$ cat src/rtl/nbac_pkg.sv
// Constants for the per-block access control of the 4-Kbit memory.
// Assumes byte addressing of a 512-byte array, 16 bytes to a block.
package nbac_pkg;
  localparam int          NUM_BLOCKS   = 32;
  localparam int          BLOCK_BYTES  = 16;
  localparam int          ADDR_W       = 9;
  localparam int          BLK_W        = 5;
  localparam int          USER_LAST    = 26;
  localparam int          SYS_FIRST    = 27;
  localparam int          MAP_W        = 27;
  localparam int          MAP_BYTES    = 4;
  localparam int          NUM_MAPS     = 3;
  localparam logic [8:0]  RF_MAP_OFS   = 9'h1f0;
  localparam logic [8:0]  SER_MAP_OFS  = 9'h1f4;
  localparam logic [8:0]  QUAL_MAP_OFS = 9'h1f8;
  localparam logic [26:0] MAP_RESET    = 27'h0;
  localparam logic [4:0]  SYS_BLK_LO   = 5'h1b;
endpackage

$ cat src/rtl/nbac_perm_if.sv
// Carrier between the access controller and its permission evaluator.
// Assumes both ends sit on the same clock; the path is combinational.
`timescale 1ns/1ps
`default_nettype none
interface nbac_perm_if;
  import nbac_pkg::*;
  logic [MAP_W-1:0] rf_map;
  logic [MAP_W-1:0] ser_map;
  logic [MAP_W-1:0] qual_map;
  logic [BLK_W-1:0] blk;
  logic             rf;
  logic             enc;
  logic             can_read;
  logic             can_write;
  modport ctrl (output rf_map, ser_map, qual_map, blk, rf, enc,
                input  can_read, can_write);
  modport eval (input  rf_map, ser_map, qual_map, blk, rf, enc,
                output can_read, can_write);
endinterface
`default_nettype wire

$ cat src/rtl/nbac_perm_eval.sv
// Permission evaluator: decides read and write rights for one block.
// Assumes the maps are held stable by the controller; purely combinational.
`timescale 1ns/1ps
`default_nettype none
module nbac_perm_eval (
  nbac_perm_if.eval pif
);
  import nbac_pkg::*;

  logic [NUM_BLOCKS-1:0] wr_ok;
  logic [NUM_BLOCKS-1:0] rd_ok;

  // ----------------------------------------------------------------
  // Per-block rights
  // ----------------------------------------------------------------
  genvar b;
  generate
    for (b = 0; b < NUM_BLOCKS; b++) begin : g_blk
      if (b <= USER_LAST) begin : g_user
        wire ro   = pif.rf_map[b];
        wire q    = pif.qual_map[b];
        wire sro  = pif.ser_map[b];
        // Encrypted RF traffic may still write when the qualifier is set.
        wire rf_w = pif.enc ? (!ro || q) : (!ro && !q);
        wire rf_r = pif.enc ? 1'b1 : (ro || !q);
        assign wr_ok[b] = pif.rf ? rf_w : !sro;
        assign rd_ok[b] = pif.rf ? rf_r : 1'b1;
      end else begin : g_sys
        // System blocks carry the settings and are not mapped.
        assign wr_ok[b] = 1'b1;
        assign rd_ok[b] = 1'b1;
      end
    end
  endgenerate

  assign pif.can_write = wr_ok[pif.blk];
  assign pif.can_read  = rd_ok[pif.blk];
endmodule
`default_nettype wire

$ cat src/rtl/nbac_access_ctrl.sv
// Access controller in front of the 4-Kbit non-volatile memory.
// Assumes commands arrive from logic on mclk; memory write timing is
// handled by the array beyond mem_we.
//
// Functional notes
// - The memory is 32 blocks of 16 bytes, addressed by byte.
// - Blocks 0 to 26 are user area, blocks 27 to 31 system area.
// - Block n starts at byte n times 0x10.
// - Communication and access settings live in the system area.
// - Each user block has one RF permission bit used only in RF mode.
// - RF bit and qualifier bit combine into plaintext/encrypted rights.
// - The RF bit of block b sits at 0x1f0 plus b/8, bit b mod 8.
// - All permission bits are 0 after reset, so all blocks are writable.
// - Each user block has a serial bit: 0 read/write, 1 read only.
// - The serial bit of block b sits at 0x1f4 plus b/8, bit b mod 8.
// - The qualifier bit of block b sits at 0x1f8 plus b/8, bit b mod 8.
// - Qualifier bits count only in RF mode.
`timescale 1ns/1ps
`default_nettype none
module nbac_access_ctrl (
  input  wire logic                   mclk,
  input  wire logic                   rst,
  input  wire logic                   ce,
  input  wire logic                   cmd_valid,
  input  wire logic                   cmd_write,
  input  wire logic                   cmd_rf,
  input  wire logic                   cmd_encrypted,
  input  wire logic [nbac_pkg::ADDR_W-1:0] cmd_addr,
  input  wire logic [7:0]             cmd_wdata,
  output logic                        rsp_valid,
  output logic                        rsp_ok,
  output logic                        mem_we,
  output logic [nbac_pkg::ADDR_W-1:0] mem_addr,
  output logic [7:0]                  mem_wdata
);
  import nbac_pkg::*;

  // ----------------------------------------------------------------
  // Decode
  // ----------------------------------------------------------------
  nbac_perm_if pif ();

  logic [NUM_MAPS-1:0][MAP_W-1:0] map_ff;
  logic [NUM_MAPS-1:0][MAP_W-1:0] nxt_map;
  logic                           rsp_valid_ff;
  logic                           rsp_ok_ff;
  logic                           mem_we_ff;
  logic [ADDR_W-1:0]              mem_addr_ff;
  logic [7:0]                     mem_wdata_ff;

  wire [BLK_W-1:0] cmd_blk = cmd_addr[ADDR_W-1:4];
  wire             grant   = cmd_write ? pif.can_write : pif.can_read;
  wire             wr_go   = ce && cmd_valid && cmd_write && pif.can_write;

  assign pif.rf_map   = map_ff[0];
  assign pif.ser_map  = map_ff[1];
  assign pif.qual_map = map_ff[2];
  assign pif.blk      = cmd_blk;
  assign pif.rf       = cmd_rf;
  assign pif.enc      = cmd_encrypted;

  nbac_perm_eval u_eval (
    .pif (pif)
  );

  // ----------------------------------------------------------------
  // Shadow of the permission bytes
  // ----------------------------------------------------------------
  // The maps mirror their system bytes; bits above block 26 fall away, so
  // reserved positions stay 0 in map_ff, while mem_wdata still carries them to the array.
  genvar m, k;
  generate
    for (m = 0; m < NUM_MAPS; m++) begin : g_map
      logic [8*MAP_BYTES-1:0] cur;
      logic [8*MAP_BYTES-1:0] nxt;
      assign cur = {{(8*MAP_BYTES-MAP_W){1'b0}}, map_ff[m]};
      for (k = 0; k < MAP_BYTES; k++) begin : g_byte
        wire hit = wr_go &&
          (cmd_addr == RF_MAP_OFS + 9'(m * MAP_BYTES + k));
        assign nxt[8*k+:8] = hit ? cmd_wdata : cur[8*k+:8];
      end
      assign nxt_map[m] = nxt[MAP_W-1:0];
    end
  endgenerate

  // ----------------------------------------------------------------
  // Registers
  // ----------------------------------------------------------------
  always_ff @(posedge mclk) begin
    if (rst) begin
      map_ff <= {NUM_MAPS{MAP_RESET}};
    end else if (ce) begin
      map_ff <= nxt_map;
    end
  end

  always_ff @(posedge mclk) begin
    if (rst) begin
      rsp_valid_ff <= 1'b0;
      rsp_ok_ff    <= 1'b0;
      mem_we_ff    <= 1'b0;
    end else if (ce) begin
      rsp_valid_ff <= cmd_valid;
      rsp_ok_ff    <= cmd_valid && grant;
      mem_we_ff    <= wr_go;
    end
  end

  always_ff @(posedge mclk) begin
    if (rst) begin
      mem_addr_ff  <= '0;
      mem_wdata_ff <= 8'h00;
    end else if (ce && cmd_valid) begin
      mem_addr_ff  <= cmd_addr;
      mem_wdata_ff <= cmd_wdata;
    end
  end

  assign rsp_valid = rsp_valid_ff;
  assign rsp_ok    = rsp_ok_ff;
  assign mem_we    = mem_we_ff;
  assign mem_addr  = mem_addr_ff;
  assign mem_wdata = mem_wdata_ff;

  // ----------------------------------------------------------------
  // Checks
  // ----------------------------------------------------------------
  wire go   = ce && cmd_valid;
  wire user = cmd_blk <= BLK_W'(USER_LAST);

  property p_refuse_ro;
    @(posedge mclk) disable iff (rst)
      go && cmd_write && !pif.can_write |=> !mem_we && !rsp_ok;
  endproperty
  a_refuse_ro: assert property (p_refuse_ro)
    else $error("write to protected block reached memory");

  property p_plain_forbid;
    @(posedge mclk) disable iff (rst)
      go && cmd_rf && !cmd_encrypted && user && map_ff[2][cmd_blk]
        && !map_ff[0][cmd_blk] |=> rsp_valid && !rsp_ok;
  endproperty
  a_plain_forbid: assert property (p_plain_forbid)
    else $error("plaintext access to qualified block granted");

  property p_enc_write;
    @(posedge mclk) disable iff (rst)
      go && cmd_write && cmd_rf && cmd_encrypted && user
        && map_ff[2][cmd_blk] |=> mem_we && rsp_ok;
  endproperty
  a_enc_write: assert property (p_enc_write)
    else $error("encrypted write to qualified block refused");

  property p_rf_ro;
    @(posedge mclk) disable iff (rst)
      go && cmd_write && cmd_rf && user && map_ff[0][cmd_blk]
        && !map_ff[2][cmd_blk] |=> !mem_we;
  endproperty
  a_rf_ro: assert property (p_rf_ro)
    else $error("RF write to read-only block accepted");

  property p_ser_ro;
    @(posedge mclk) disable iff (rst)
      go && cmd_write && !cmd_rf && user && map_ff[1][cmd_blk]
        |=> !mem_we ##0 rsp_valid;
  endproperty
  a_ser_ro: assert property (p_ser_ro)
    else $error("serial write to read-only block accepted");

  property p_ser_noqual;
    @(posedge mclk) disable iff (rst)
      go && cmd_write && !cmd_rf && !map_ff[1][cmd_blk]
        |=> mem_we && mem_addr == $past(cmd_addr);
  endproperty
  a_ser_noqual: assert property (p_ser_noqual)
    else $error("serial write blocked by qualifier");

  property p_sys_open;
    @(posedge mclk) disable iff (rst)
      go && cmd_write && cmd_blk >= SYS_BLK_LO |=> mem_we;
  endproperty
  a_sys_open: assert property (p_sys_open)
    else $error("system block write refused");

  property p_reset_maps;
    @(posedge mclk) rst |=> map_ff == '0 && !mem_we && !rsp_valid;
  endproperty
  a_reset_maps: assert property (p_reset_maps)
    else $error("maps not cleared by reset");

  property p_rf_byte3;
    @(posedge mclk) disable iff (rst)
      wr_go && cmd_addr == RF_MAP_OFS + 9'h003
        |=> map_ff[0][26:24] == $past(cmd_wdata[2:0]);
  endproperty
  a_rf_byte3: assert property (p_rf_byte3)
    else $error("RF map top byte not stored");

  property p_ser_byte0;
    @(posedge mclk) disable iff (rst)
      wr_go && cmd_addr == SER_MAP_OFS
        |=> map_ff[1][7:0] == $past(cmd_wdata);
  endproperty
  a_ser_byte0: assert property (p_ser_byte0)
    else $error("serial map byte not stored");

  property p_qual_byte1;
    @(posedge mclk) disable iff (rst)
      wr_go && cmd_addr == QUAL_MAP_OFS + 9'h001
        |=> map_ff[2][15:8] == $past(cmd_wdata);
  endproperty
  a_qual_byte1: assert property (p_qual_byte1)
    else $error("qualifier map byte not stored");

  c_refused: cover property (@(posedge mclk) disable iff (rst)
    go && cmd_write ##1 rsp_valid && !rsp_ok);
  c_enc_ok: cover property (@(posedge mclk) disable iff (rst)
    go && cmd_rf && cmd_encrypted && map_ff[2] != '0 ##1 mem_we);
  c_map_set: cover property (@(posedge mclk) disable iff (rst)
    wr_go && cmd_addr == SER_MAP_OFS ##1 map_ff[1] != '0);
endmodule
`default_nettype wire

$ cat config.mk
export PLATFORM = sky130hd
export DESIGN_NAME = nbac_access_ctrl
export DESIGN_NICKNAME = d
export VERILOG_FILES = /design/src/rtl/nbac_pkg.sv /design/src/rtl/nbac_perm_if.sv /design/src/rtl/nbac_perm_eval.sv /design/src/rtl/nbac_access_ctrl.sv
export SDC_FILE = /design/constraint.sdc
export NUM_CORES = 1
export LEC_CHECK = 0
export ABC_CLOCK_PERIOD_IN_PS = 1710
export BUFFER_PORTS_ARGS = -buffer_cell sky130_fd_sc_hd__buf_4
export CORE_ASPECT_RATIO = 2
export CORE_MARGIN = 3
export CORE_UTILIZATION = 50
export CTS_BUF_LIST = sky130_fd_sc_hd__clkbuf_16
export DETAILED_ROUTE_END_ITERATION = 10
export PLACE_DENSITY = 0.84
export SLEW_MARGIN = 25
export SYNTH_ARGS = -nofsm -noshare
export SYNTH_HDL_FRONTEND = slang
export SYNTH_SLANG_ARGS = --single-unit
$ cat constraint.sdc
create_clock -name mclk -period 1.71 [get_ports mclk]
set_input_delay 0.171 -clock mclk [delete_from_list [all_inputs] [get_ports mclk]]
set_output_delay 0.171 -clock mclk [all_outputs]
set_load 0.05 [all_outputs]
==> out/qor.csv <==
stage;metric;value;unit
worst_setup_path;required;1.97;ns
routing;vias;5033;
flow_run;drv_cap;0;
status;failed_checks;negative setup slack;
cells_and_area;diodes;0;
placed_design;placed_cell_area;5750;um2
sta;setup-violations-final;2;
sta;relSlewSlack;56.7;%
worst_setup_path;crit_fanout;2;
sta;finalCritPeriodShare;113;%
global_route;grt_antenna_before_repair;0;
logic_synthesis;netlist.area_leader.share;41.9;%
logic_synthesis;synthFlopType;dfxtp_1;
logic_synthesis;synth_edf_count;0;
routing;top_layer_used;met4;
global_route;grt-ovfl-total;0;
placed_design;gp_congestion;1.04;
sta;clock-skew-final;0.00977;ns
logic_synthesis;yosysWarnings;0;
logic_synthesis;netlist.top_cell.by_area;dfxtp_1;
global_route;grt_usage;30.0;%
logic_synthesis;synth.avg_cell_area;7.84;um2
power;pwr_density_cell;801;nW/um2
cells_and_area;area_growth;26.0;%
floorplanning;dieArea;10900;um2
sta;rsz0062_at_grt;yes;
sta;period_minus_slack;1.93;ns
placed_design;place_ws;-0.319;ns
global_route;grt_max_degree;76;
floorplanning;num_io_pins;44;
floorplanning;initial_core_util;51.4;%
cells_and_area;final_util;64.7;%
routing;drt-met1-wl;5280;um
routing;drt-initial-drc-count;427;
clock_tree;cts_buffers;9;
clock_tree;clk_latency;0.35;ns
logic_synthesis;synthTopCellsByArea;dfxtp_1 42%, nand2_1 9.4%, a21oi_1 8.8%;
logic_synthesis;yosysUniqueCellTypes;49;
logic_synthesis;synth_nets;639;
floorplanning;fp.coreArea;9380;um2
power;leakage;2.52;nW
worst_setup_path;cp-end-kind;flop;
clock_tree;clock_path_buffers;2;
logic_synthesis;synthArstFlopShare;0;%
power;peakVddDrop;776;uV
clock_tree;cts_tree;built;
sta;drv_slew;0;
floorplanning;dieHeight;145;um
routing;vias_per_cell;6.16;
clock_tree;clk_pin_slew;0.07;ns
worst_setup_path;crit_path_start_kind;flop;
global_route;grt_pass1_wl;24600;um
sta;hold_slack;0.0937;ns
sta;tightest_slew;0.650;ns
routing;wl_met2;8210;um
clock_tree;post_cts_buffers;0;
sta;clock.fmax;518;MHz
cells_and_area;layout_common_cells;123 x buf_4, 121 x nand2_1, 98 x dfxtp_1;
clock_tree;cts_htree_levels;3;
cells_and_area;drive_above_1_share;23.4;%
sta;final.setup.worst_slack;-0.220;ns
routing;drc;0;
global_route;grt_pass1_vias;4944;
clock_tree;root_buffer;clkbuf_16;
routing;ant_nets;0;
logic_synthesis;syn_inst;615;
worst_setup_path;crit_type;flop to flop;
logic_synthesis;ys_seq_area_share;41.9;%
logic_synthesis;syn_area;4820;um2
hold_path;hold_path_class;input port to flop;
placed_design;io_buffers;43;
status;status;finished with violations;
routing;drt-total-wl;15600;um
routing;drt_pass1_iterations;7;
cells_and_area;final_common_cell;buf_4;
routing;met3_length;1120;um
floorplanning;rows;50;
clock_tree;cts.sinks;101;
logic_synthesis;synth_seq_cells;101;
cells_and_area;final_area;6080;um2
routing;wl_per_cell;19.1;um
placed_design;dpl.hpwl;11200;um
sta;hold_violations;0;
floorplanning;die_width;75.4;um
worst_setup_path;arrival;2.19;ns
clock_tree;cts_hold_buf;0;
cells_and_area;fin_nets;732;
## kinds of logic (layout without fill, tap and decap cells)
group / count (synthesis) / count (layout) / share of synthesized area, %
multiplexers: 47 / 47 / 10.8
AND/OR/NAND/NOR: 268 / 268 / 24.4
AO/OA/AOI/OAI: 143 / 143 / 18.0
buffers and inverters: 56 / 154 / 4.83
flip-flops: 101 / 101 / 41.9
## synthesized netlist by cell type (2+ instances only)
master       n
a31oi_1      2
or3b_2       2
and2_1       4
nand2_1    121
a21oi_1     85
o22ai_1      4
clkbuf_1    26
a211o_1      2
a32oi_1      4
nor2_1      81
nor4_1       2
a2bb2oi_1    3
o21ai_0     12
mux2i_1     42
a211oi_1    10
nand3_1     22
a2111oi_0    5
buf_2        9
mux4_2       4
nor3_1       5
and3_1       3
or3_1        4
nand2b_1     8
inv_1       11
a221oi_1     6
dfxtp_1    101
o311ai_0     2
buf_1        7
nor2b_1      8
## final cells by class
cell class | count | area [um2]
multi-input combinational | 458 | 2610
tap | 104 | 130
inverter | 12 | 45.0
fill | 753 | 3310
clock buffer | 9 | 225
clock inverter | 7 | 55.1
timing repair buffer | 126 | 983
sequential | 101 | 2030
## critical path: stages (launching register included)
cell and delay [ns]:
dfxtp_2 0.33, nor2_2 0.11, a21oi_2 0.03, mux4_2 0.49
mux2_4 0.30, a211oi_2 0.22, a32oi_2 0.16, o41ai_2 0.20
## final timing paths
kind / start / endpoint / slack (ns) / depth (start not counted)
max reg2reg: pif.rf_map[1] / mem_we / -0.22 / 7
min reg2reg: mem_wdata[3] / mem_wdata[3] / 0.46 / 2
max: pif.rf_map[1] / mem_we / -0.22 / 7
min: cmd_addr[1] / mem_addr[1] / 0.09 / 3
## registers in the layout (all words and copies together), names as in the netlist
signal,cells
pif.qual_map,27
pif.rf_map,27
pif.ser_map,27
mem_addr,9
mem_wdata,8
mem_we,1
rsp_ok,1
rsp_valid,1
## what timing repair did
action	4_1_cts	5_1_grt
hold endpoints to repair	0	0
resized for setup	6	7
pin swaps	3	3
endpoints found under the setup margin	2	2
## routing by layer
layer	track usage [%]	vias to the layer above
li1	-	2314
met5	0	-
met4	19.4	0
met2	51.7	292
met1	31.7	2340
met3	6.29	87
## stage by stage
step / total power, mW / cells / setup TNS, ns
floorplan: 2.72 / 615 / -0.0431
global placement: 2.95 / 801 / -3.92
detailed placement: 2.96 / 801 / -5.75
CTS: 4.85 / 817 / -0.338
global route: 4.99 / 817 / -0.573
finish: 4.87 / 817 / -0.385
## power by group
group	switching, mW	leakage [nW]	internal (mW)
Clock	0.943	0.135	1.01
Sequential	0.0126	0.817	2.37
Combinational	0.354	1.57	0.180
Note: power is estimated with default switching activity, not from simulation.
